$ cat src/inc/swrs_consts.svh
// Timing and command constants for the single-wire selection block
`ifndef SWRS_CONSTS_SVH
`define SWRS_CONSTS_SVH

// ----------------------------------------
// Clock and slot timing
// ----------------------------------------
`define SWRS_CLK_NS 20
`define SWRS_SAMPLE_NS 200
`define SWRS_SAMPLE_CYC ((`SWRS_SAMPLE_NS + `SWRS_CLK_NS - 1) / `SWRS_CLK_NS)
`define SWRS_HOLD0_NS 600
`define SWRS_HOLD0_CYC (`SWRS_HOLD0_NS / `SWRS_CLK_NS)
`define SWRS_RESET_NS 48000
`define SWRS_RESET_CYC ((`SWRS_RESET_NS + `SWRS_CLK_NS - 1) / `SWRS_CLK_NS)
`define SWRS_PRES_WAIT_NS 2000
`define SWRS_PRES_WAIT_CYC ((`SWRS_PRES_WAIT_NS + `SWRS_CLK_NS - 1) / `SWRS_CLK_NS)
`define SWRS_PRES_LEN_NS 8000
`define SWRS_PRES_LEN_CYC ((`SWRS_PRES_LEN_NS + `SWRS_CLK_NS - 1) / `SWRS_CLK_NS)
`define SWRS_TMR_W 12

// ----------------------------------------
// Selection command codes
// ----------------------------------------
`define SWRS_CMD_SEARCH 8'hF0
`define SWRS_CMD_READ_ID 8'h33
`define SWRS_CMD_MATCH 8'h55
`define SWRS_CMD_SKIP 8'hCC
`define SWRS_CMD_RESUME 8'hA5
`define SWRS_ID_LAST 6'h3F
`define SWRS_CMD_LAST 3'h7

`endif

$ cat src/inc/swrs_pkg.sv
// Types for the single-wire selection block
package swrs_pkg;
   typedef enum logic [2:0] {
      SWRS_WAIT_CMD,
      SWRS_SEND_ID,
      SWRS_SEARCH,
      SWRS_MATCH,
      SWRS_FUNCTION,
      SWRS_IGNORE
   } swrs_state_e;
endpackage : swrs_pkg

$ cat src/hdl/swrs_select.sv
// Slave bit-slot engine and selection command handling for a single-wire bus
// Functional notes
// RULE_01: Master opens a read slot like a write-one slot.
// RULE_02: Device sends 0 by pulling low until its timer ends; 1 leaves line free.
// RULE_03: Master samples late inside the sampling window, read low time short.
// RULE_04: Master waits full slot period before next slot, giving recovery.
// RULE_05: Several devices: master lengthens recovery or drives high actively.
// RULE_06: After presence, take an 8-bit command; five codes recognised.
// RULE_07: Search per bit LSB first: send true, send complement, read master's choice.
// RULE_08: Search drops out when master's bit differs from own identifier bit.
// RULE_09: Master treats both reads zero as conflict and picks branch.
// RULE_10: Read identifier sends family code, 48-bit serial, check byte.
// RULE_11: Master uses read identifier only with a single slave.
// RULE_12: Match selects only if all 64 bits match, else idle until reset.
// RULE_13: Skip goes straight to function handling.
// RULE_14: Resume with flag set goes to function handling like skip.
// RULE_15: Flag set only by successful match or search selecting this device.
// RULE_16: Flag cleared when another device is selected.
// RULE_17: Transaction: reset, presence, selection, function command, data.
// RULE_18: Master keeps write-zero low long enough, releases write-one early.
// RULE_19: Slot timer restarts at each falling edge; sets sample and hold times.
// RULE_20: Bytes and identifier travel LSB first, one bit per slot.
// RULE_21: Unknown code or resume with clear flag: ignore slots until reset.
// RULE_22: Reset pulse aborts everything; resume flag survives reset.
module swrs_select (
   input wire logic sys_clk,
   input wire logic rst,
   input wire logic [63:0] rom_id,
   input wire logic line_in,
   output logic line_out,
   output logic line_oe,
   output logic selected,
   output logic function_bit_valid,
   output logic function_bit
);
`include "swrs_consts.svh"

   // ----------------------------------------
   // Line input synchroniser and edge detect
   // ----------------------------------------
   logic line_meta;
   logic line_sync;
   logic line_prev;
   always_ff @(posedge sys_clk or posedge rst) begin
      if (rst) begin
         line_meta <= 1'b1;
         line_sync <= 1'b1;
         line_prev <= 1'b1;
      end else begin
         line_meta <= line_in;
         line_sync <= line_meta;
         line_prev <= line_sync;
      end
   end
   wire fall = line_prev & ~line_sync;
   wire rise = ~line_prev & line_sync;

   // ----------------------------------------
   // Slot timer, low-time counter, presence
   // ----------------------------------------
   // Timer saturates so a long idle line never wraps into a false sample
   logic [`SWRS_TMR_W-1:0] slot_tmr;
   logic [`SWRS_TMR_W-1:0] low_tmr;
   logic [`SWRS_TMR_W-1:0] pres_tmr;
   logic pres_active;
   logic reset_seen;
   wire tmr_max = &slot_tmr;
   wire sample_now = (slot_tmr == `SWRS_TMR_W'(`SWRS_SAMPLE_CYC)) & ~pres_active;
   wire reset_pulse = rise & (low_tmr >= `SWRS_TMR_W'(`SWRS_RESET_CYC));
   always_ff @(posedge sys_clk or posedge rst) begin
      if (rst) begin
         slot_tmr <= '1;
         low_tmr <= 12'h000;
      end else begin
         slot_tmr <= fall ? 12'h000 : (tmr_max ? slot_tmr : slot_tmr + 12'h001); // RULE_19
         low_tmr <= line_sync ? 12'h000 : (&low_tmr ? low_tmr : low_tmr + 12'h001);
      end
   end

   // Presence pulse after the reset pulse, before selection begins
   always_ff @(posedge sys_clk or posedge rst) begin
      if (rst) begin
         pres_tmr <= 12'h000;
         pres_active <= 1'b0;
         reset_seen <= 1'b0;
      end else if (reset_pulse) begin
         pres_tmr <= 12'h000;
         pres_active <= 1'b1; // RULE_17
         reset_seen <= 1'b1;
      end else if (pres_active) begin
         pres_tmr <= pres_tmr + 12'h001;
         if (pres_tmr == `SWRS_TMR_W'(`SWRS_PRES_WAIT_CYC + `SWRS_PRES_LEN_CYC))
            pres_active <= 1'b0;
      end
   end
   wire pres_drive = pres_active & (pres_tmr >= `SWRS_TMR_W'(`SWRS_PRES_WAIT_CYC));

   // ----------------------------------------
   // Selection state machine
   // ----------------------------------------
   swrs_pkg::swrs_state_e state;
   logic [7:0] cmd;
   logic [2:0] cmd_cnt;
   logic [5:0] bit_idx;
   logic [1:0] phase;
   logic id_ok;
   logic resume_select_flag;
   logic tx_bit;
   wire own_bit = rom_id[bit_idx];
   wire [7:0] next_cmd = {line_sync, cmd[7:1]}; // RULE_20
   wire last_id = (bit_idx == `SWRS_ID_LAST);
   wire bit_match = (line_sync == own_bit);

   // Drive value for the coming slot: true bit, then complement in search
   always_comb begin
      tx_bit = 1'b1;
      case (state)
         swrs_pkg::SWRS_SEND_ID: tx_bit = own_bit; // RULE_10
         swrs_pkg::SWRS_SEARCH: tx_bit = (phase == 2'h0) ? own_bit : ((phase == 2'h1) ? ~own_bit : 1'b1); // RULE_07
         default: tx_bit = 1'b1;
      endcase
   end

   // Selection steps advance once per slot, at the sample point of the slot timer
   always_ff @(posedge sys_clk or posedge rst) begin
      if (rst) begin
         state <= swrs_pkg::SWRS_IGNORE;
         cmd <= 8'h00;
         cmd_cnt <= 3'h0;
         bit_idx <= 6'h00;
         phase <= 2'h0;
         id_ok <= 1'b1;
         resume_select_flag <= 1'b0;
      end else if (reset_pulse) begin
         state <= swrs_pkg::SWRS_WAIT_CMD; // RULE_22
         cmd_cnt <= 3'h0;
         bit_idx <= 6'h00;
         phase <= 2'h0;
         id_ok <= 1'b1;
      end else if (sample_now & reset_seen) begin
         case (state)
            swrs_pkg::SWRS_WAIT_CMD: begin
               cmd <= next_cmd;
               cmd_cnt <= cmd_cnt + 3'h1;
               if (cmd_cnt == `SWRS_CMD_LAST) begin
                  case (next_cmd) // RULE_06
                     `SWRS_CMD_SEARCH: state <= swrs_pkg::SWRS_SEARCH;
                     `SWRS_CMD_READ_ID: state <= swrs_pkg::SWRS_SEND_ID;
                     `SWRS_CMD_MATCH: state <= swrs_pkg::SWRS_MATCH;
                     `SWRS_CMD_SKIP: state <= swrs_pkg::SWRS_FUNCTION; // RULE_13
                     `SWRS_CMD_RESUME: state <= resume_select_flag ? swrs_pkg::SWRS_FUNCTION // RULE_14
                                                                   : swrs_pkg::SWRS_IGNORE; // RULE_21
                     default: state <= swrs_pkg::SWRS_IGNORE; // RULE_21
                  endcase
               end
            end
            swrs_pkg::SWRS_SEND_ID: begin
               bit_idx <= bit_idx + 6'h01;
               if (last_id)
                  state <= swrs_pkg::SWRS_FUNCTION;
            end
            swrs_pkg::SWRS_SEARCH: begin
               if (phase == 2'h2) begin
                  phase <= 2'h0;
                  bit_idx <= bit_idx + 6'h01;
                  if (!bit_match) begin
                     state <= swrs_pkg::SWRS_IGNORE; // RULE_08
                     resume_select_flag <= 1'b0; // RULE_16
                  end else if (last_id) begin
                     state <= swrs_pkg::SWRS_FUNCTION;
                     resume_select_flag <= 1'b1; // RULE_15
                  end
               end else begin
                  phase <= phase + 2'h1;
               end
            end
            swrs_pkg::SWRS_MATCH: begin
               bit_idx <= bit_idx + 6'h01;
               if (last_id) begin
                  state <= (id_ok & bit_match) ? swrs_pkg::SWRS_FUNCTION : swrs_pkg::SWRS_IGNORE; // RULE_12
                  resume_select_flag <= id_ok & bit_match; // RULE_15
               end else begin
                  id_ok <= id_ok & bit_match;
               end
            end
            default: state <= state;
         endcase
      end
   end

   // ----------------------------------------
   // Read-slot pull-down and function bit stream
   // ----------------------------------------
   // Only a zero is driven; a one leaves the line to the pull-up
   // Release comes from the slot timer, so a slow rise on the line cannot stretch the pull
   logic drive0;
   always_ff @(posedge sys_clk or posedge rst) begin
      if (rst) begin
         drive0 <= 1'b0;
      end else if (fall & ~pres_active & ~tx_bit) begin
         drive0 <= 1'b1; // RULE_02
      end else if (slot_tmr == `SWRS_TMR_W'(`SWRS_HOLD0_CYC)) begin
         drive0 <= 1'b0; // RULE_02
      end
   end

   // Function-phase bits leave one per slot, registered at the sample edge
   always_ff @(posedge sys_clk or posedge rst) begin
      if (rst) begin
         function_bit_valid <= 1'b0;
         function_bit <= 1'b0;
      end else begin
         function_bit_valid <= sample_now & (state == swrs_pkg::SWRS_FUNCTION) & ~reset_pulse;
         function_bit <= line_sync;
      end
   end

   assign line_oe = drive0 | pres_drive;
   assign line_out = 1'b0;
   assign selected = (state == swrs_pkg::SWRS_FUNCTION);
endmodule : swrs_select

$ cat config.mk
export PLATFORM = sky130hd
export DESIGN_NAME = swrs_select
export DESIGN_NICKNAME = d
export VERILOG_FILES = /design/src/inc/swrs_pkg.sv /design/src/hdl/swrs_select.sv
export VERILOG_INCLUDE_DIRS = /design/src /design/src/inc
export SDC_FILE = /design/constraint.sdc
export NUM_CORES = 1
export LEC_CHECK = 0
export BUFFER_PORTS_ARGS = -buffer_cell sky130_fd_sc_hd__buf_2
export CORE_MARGIN = 2
export CORE_UTILIZATION = 50
export CTS_CLUSTER_DIAMETER = 40
export DETAILED_ROUTE_END_ITERATION = 7
export PLACE_DENSITY = 0.86
export SYNTH_ARGS = -nofsm -noshare
export SYNTH_HDL_FRONTEND = slang
export SYNTH_SLANG_ARGS = --single-unit
$ cat constraint.sdc
create_clock -name sys_clk -period 2.26 [get_ports sys_clk]
set_input_delay 0.452 -clock sys_clk [delete_from_list [all_inputs] [get_ports sys_clk]]
set_output_delay 0.452 -clock sys_clk [all_outputs]
set_load 0.02 [all_outputs]
==> results.yml <==
run_status:
  status: "finished with violations"
  violations: "negative setup slack"
power:
  netSwitchingPower_mw: 0.609
  pwr-share-seq_pct: 51.0
  internal_power_mw: 1.93
  clockPowerShare_pct: 37.0
  power.static_leakage_nw: 2.30
  power.total_mw: 2.54
  p_per_area_nw_per_um2: 494
  ir_drop_v: 0.000439
  pwr-share-comb_pct: 12.0
  switching_share_pct: 24.0
clocking:
  htreeDepth: 3
  clock-sinks: 67
  cts_tree: "done"
  holdBufCountCts: 0
  insertion_delay_ps: 340
  cts_buffers: 9
  root_buffer: "clkbuf_8"
  clockBufferDepth: 2
  cts.reportedPaths.clkPinSlew_ps: 70
  post-cts-setup-buffers: 0
placement:
  gp_congestion: 0.898
  numPortBuffers: 70
  dp_hpwl_mm: 7.31
global_routing:
  grt_pass1_vias: 3340
  overflow: 0
  grt_pass1_wl_mm: 15.0
  track_usage_pct: 21.5
  grt_max_degree: 48
  antenna_found_initial: 0
synth:
  syn-num-nets: 489
  netlist_instances: 413
  syn_area_um2: 4140
  async_flop_share_pct: 100
  synthFlopType: "dfrtp_1"
  ys_seq_area_share_pct: 41.1
  postSynthAreaPerCell_um2: 10.0
  synth_edf_count: 0
  synth_seq_cells: 67
  synth_cell_types: 58
  yosys_warnings: 0
timing:
  finalWorstSetupSlack_ps: -59.0
  drv_slew: 0
  whs_ps: 115
  hold_viol: 0
  fmax_ghz: 0.431
  finalSetupViolCount: 3
  fin_crit_ps: 2320
  finClkSkew_ps: 8.92
  rsz0062_at_grt: "true"
  fin_crit_sh_pct: 103
cells_and_area:
  area_growth_pct: 24.2
  multiInputGateArea_um2: 2360
  regArea_um2: 1700
  fin_nets: 598
  drive_above_1_share_pct: 36.4
  nFillCells: 629
  diodes: 0
routing:
  drcViolationCount: 0
  wl_mm: 9.74
  route.detailed.wl_per_inst_um: 15.4
  routed-via-count: 3598
  drt-initial-drc-count: 219
  first_pass_iters: 4
  postRouteAntennaNets: 0
  viasPerCell: 5.69
die:
  die-area_um2: 9020
  fp-row-count: 33
  io_pins: 72
  core_um2: 8130
  start_util_pct: 50.9
  die_height_um: 95.0
  dieWidth_um: 95.0
setup_path:
  critPathCaptureType: "flip-flop"
  rr_startpoint: "bit_idx[0]$_DFFE_PP0P_"
  ff2ff_path_depth: 7
  cp-start-kind: "flip-flop"
  criticalPathCategory: "reg2reg"
  r2r_setup_slack_ps: -60
  worst_r2r_endpoint: "drive0$_DFFE_PP0P_"
  arrival_ps: 2550
  crit_required_ps: 2500
  cp_max_fo: 7
flow_run:
  drv_cap: 0
hold_path:
  hp-class: "in2async"
routing by layer:
layer	global-route usage [%]	wire (µm)
met4	6.04	113
met5	0	0
met3	5.51	485
met2	36.0	5080
met1	27.7	4060
worst max path at each step:
stage / to / startpoint / slack (ps) / cells past startpoint
CTS: drive0$_DFFE_PP0P_ / bit_idx[0]$_DFFE_PP0P_ / -60 / 8
detailed placement: drive0$_DFFE_PP0P_ / bit_idx[0]$_DFFE_PP0P_ / -230 / 8
global placement: drive0$_DFFE_PP0P_ / bit_idx[0]$_DFFE_PP0P_ / -140 / 7
floorplan: drive0$_DFFE_PP0P_ / bit_idx[0]$_DFFE_PP0P_ / -5 / 8
finish: drive0$_DFFE_PP0P_ / bit_idx[0]$_DFFE_PP0P_ / -60 / 7
global route: drive0$_DFFE_PP0P_ / bit_idx[0]$_DFFE_PP0P_ / -160 / 7
synthesized netlist by cell type, types with 6 or more instances:
cell type	count	share of area (%)
mux2_2	9	2.5
mux4_2	17	9.3
dfstp_2	18	11
inv_1	14	1.3
o21ai_0	12	1.5
dfrtp_1	49	30
nand4_1	18	2.7
a21oi_1	10	1.2
clkbuf_1	10	0.91
nand2_1	30	2.7
xor2_1	25	5.3
nand2b_1	7	1.1
xnor2_1	10	2.1
ha_1	9	2.7
nand3_1	22	2.7
and3_1	6	0.91
nor2_1	59	5.4
mux2i_1	7	1.7
nor3_1	8	0.97
flip-flops by register name, summed over array words and instances, names as in the netlist, 2 cells and up:
name      cells
phase         2
pres_tmr     12
state         3
bit_idx       6
cmd_cnt       3
slot_tmr     12
low_tmr      12
cmd           7
per-stage QoR:
stage	setup WS, ps	cells	utilization [%]	setup TNS, ps	area, µm²
4_1_cts	-60.9	632	62.7	-153	5100
2_1_floorplan	-4.70	413	-	-4.70	4150
6_report	-59.0	632	63.1	-128	5140
3_5_place_dp	-233	616	60.2	-1170	4900
5_1_grt	-163	632	63.1	-702	5140
3_3_place_gp	-139	616	60.2	-591	4900
area by class of cell:
cell class | count | share of cell area, %
clock buffers | 13 | 2.70
clock inverters | 3 | 0.780
inverters | 14 | 1.02
multi-input cells | 314 | 45.9
flip-flops and latches | 67 | 33.1
well taps | 105 | 2.56
repair buffers | 116 | 13.9
critical path: stages, from the launching register on:
cell and delay, ps:
dfrtp_2 480, buf_6 160, mux4_2 500, mux4_2 520, o32ai_4 160, nor2_4 90
xnor2_1 140, a31o_1 170
layout by cell type (no fill, tap or decap), drive strengths merged, types with 4 or more instances in the layout:
cell    count
a21oi      10
and3        6
buf       116
clkbuf     13
dfrtp      49
dfstp      18
ha          9
inv        14
mux2        9
mux2i       7
mux4       17
nand2      30
nand2b      7
nand3      22
nand4      18
nor2       60
nor2b       5
nor3        8
nor4        4
o21ai      14
xnor2      10
xor2       25
logic make-up (layout without fill, tap and decap cells):
kind of cell               count (synthesis)  count (layout)  share of synthesized area [%]
buffers and inverters                     32             146                           3.57
xor gates and xnor gates                  35              35                           7.41
DFF                                       67              67                           41.1
adders and majority gates                  9               9                           2.72
AOI/OAI and AO/OA                         52              52                           8.92
muxes                                     33              33                           13.4
other                                      1               1                         0.0907
and+or+nand+nor                          184             184                           22.8
power groups by stage:
stage | registers [mW] | logic [mW] | clock network (mW)
floorplan | 1.31 | 0.153 | 0
global placement | 1.31 | 0.282 | 0
detailed placement | 1.31 | 0.294 | 0
CTS | 1.29 | 0.301 | 0.958
global route | 1.30 | 0.334 | 1.00
finish | 1.29 | 0.304 | 0.938
repair_timing:
| action | CTS | global route |
|---|---|---|
| hold endpoints to repair | 0 | 0 |
| pin swaps | 0 | 3 |
| gates resized for setup | 5 | 6 |
| setup endpoints to repair | 6 | 8 |
(Power assumes the default switching activity.)
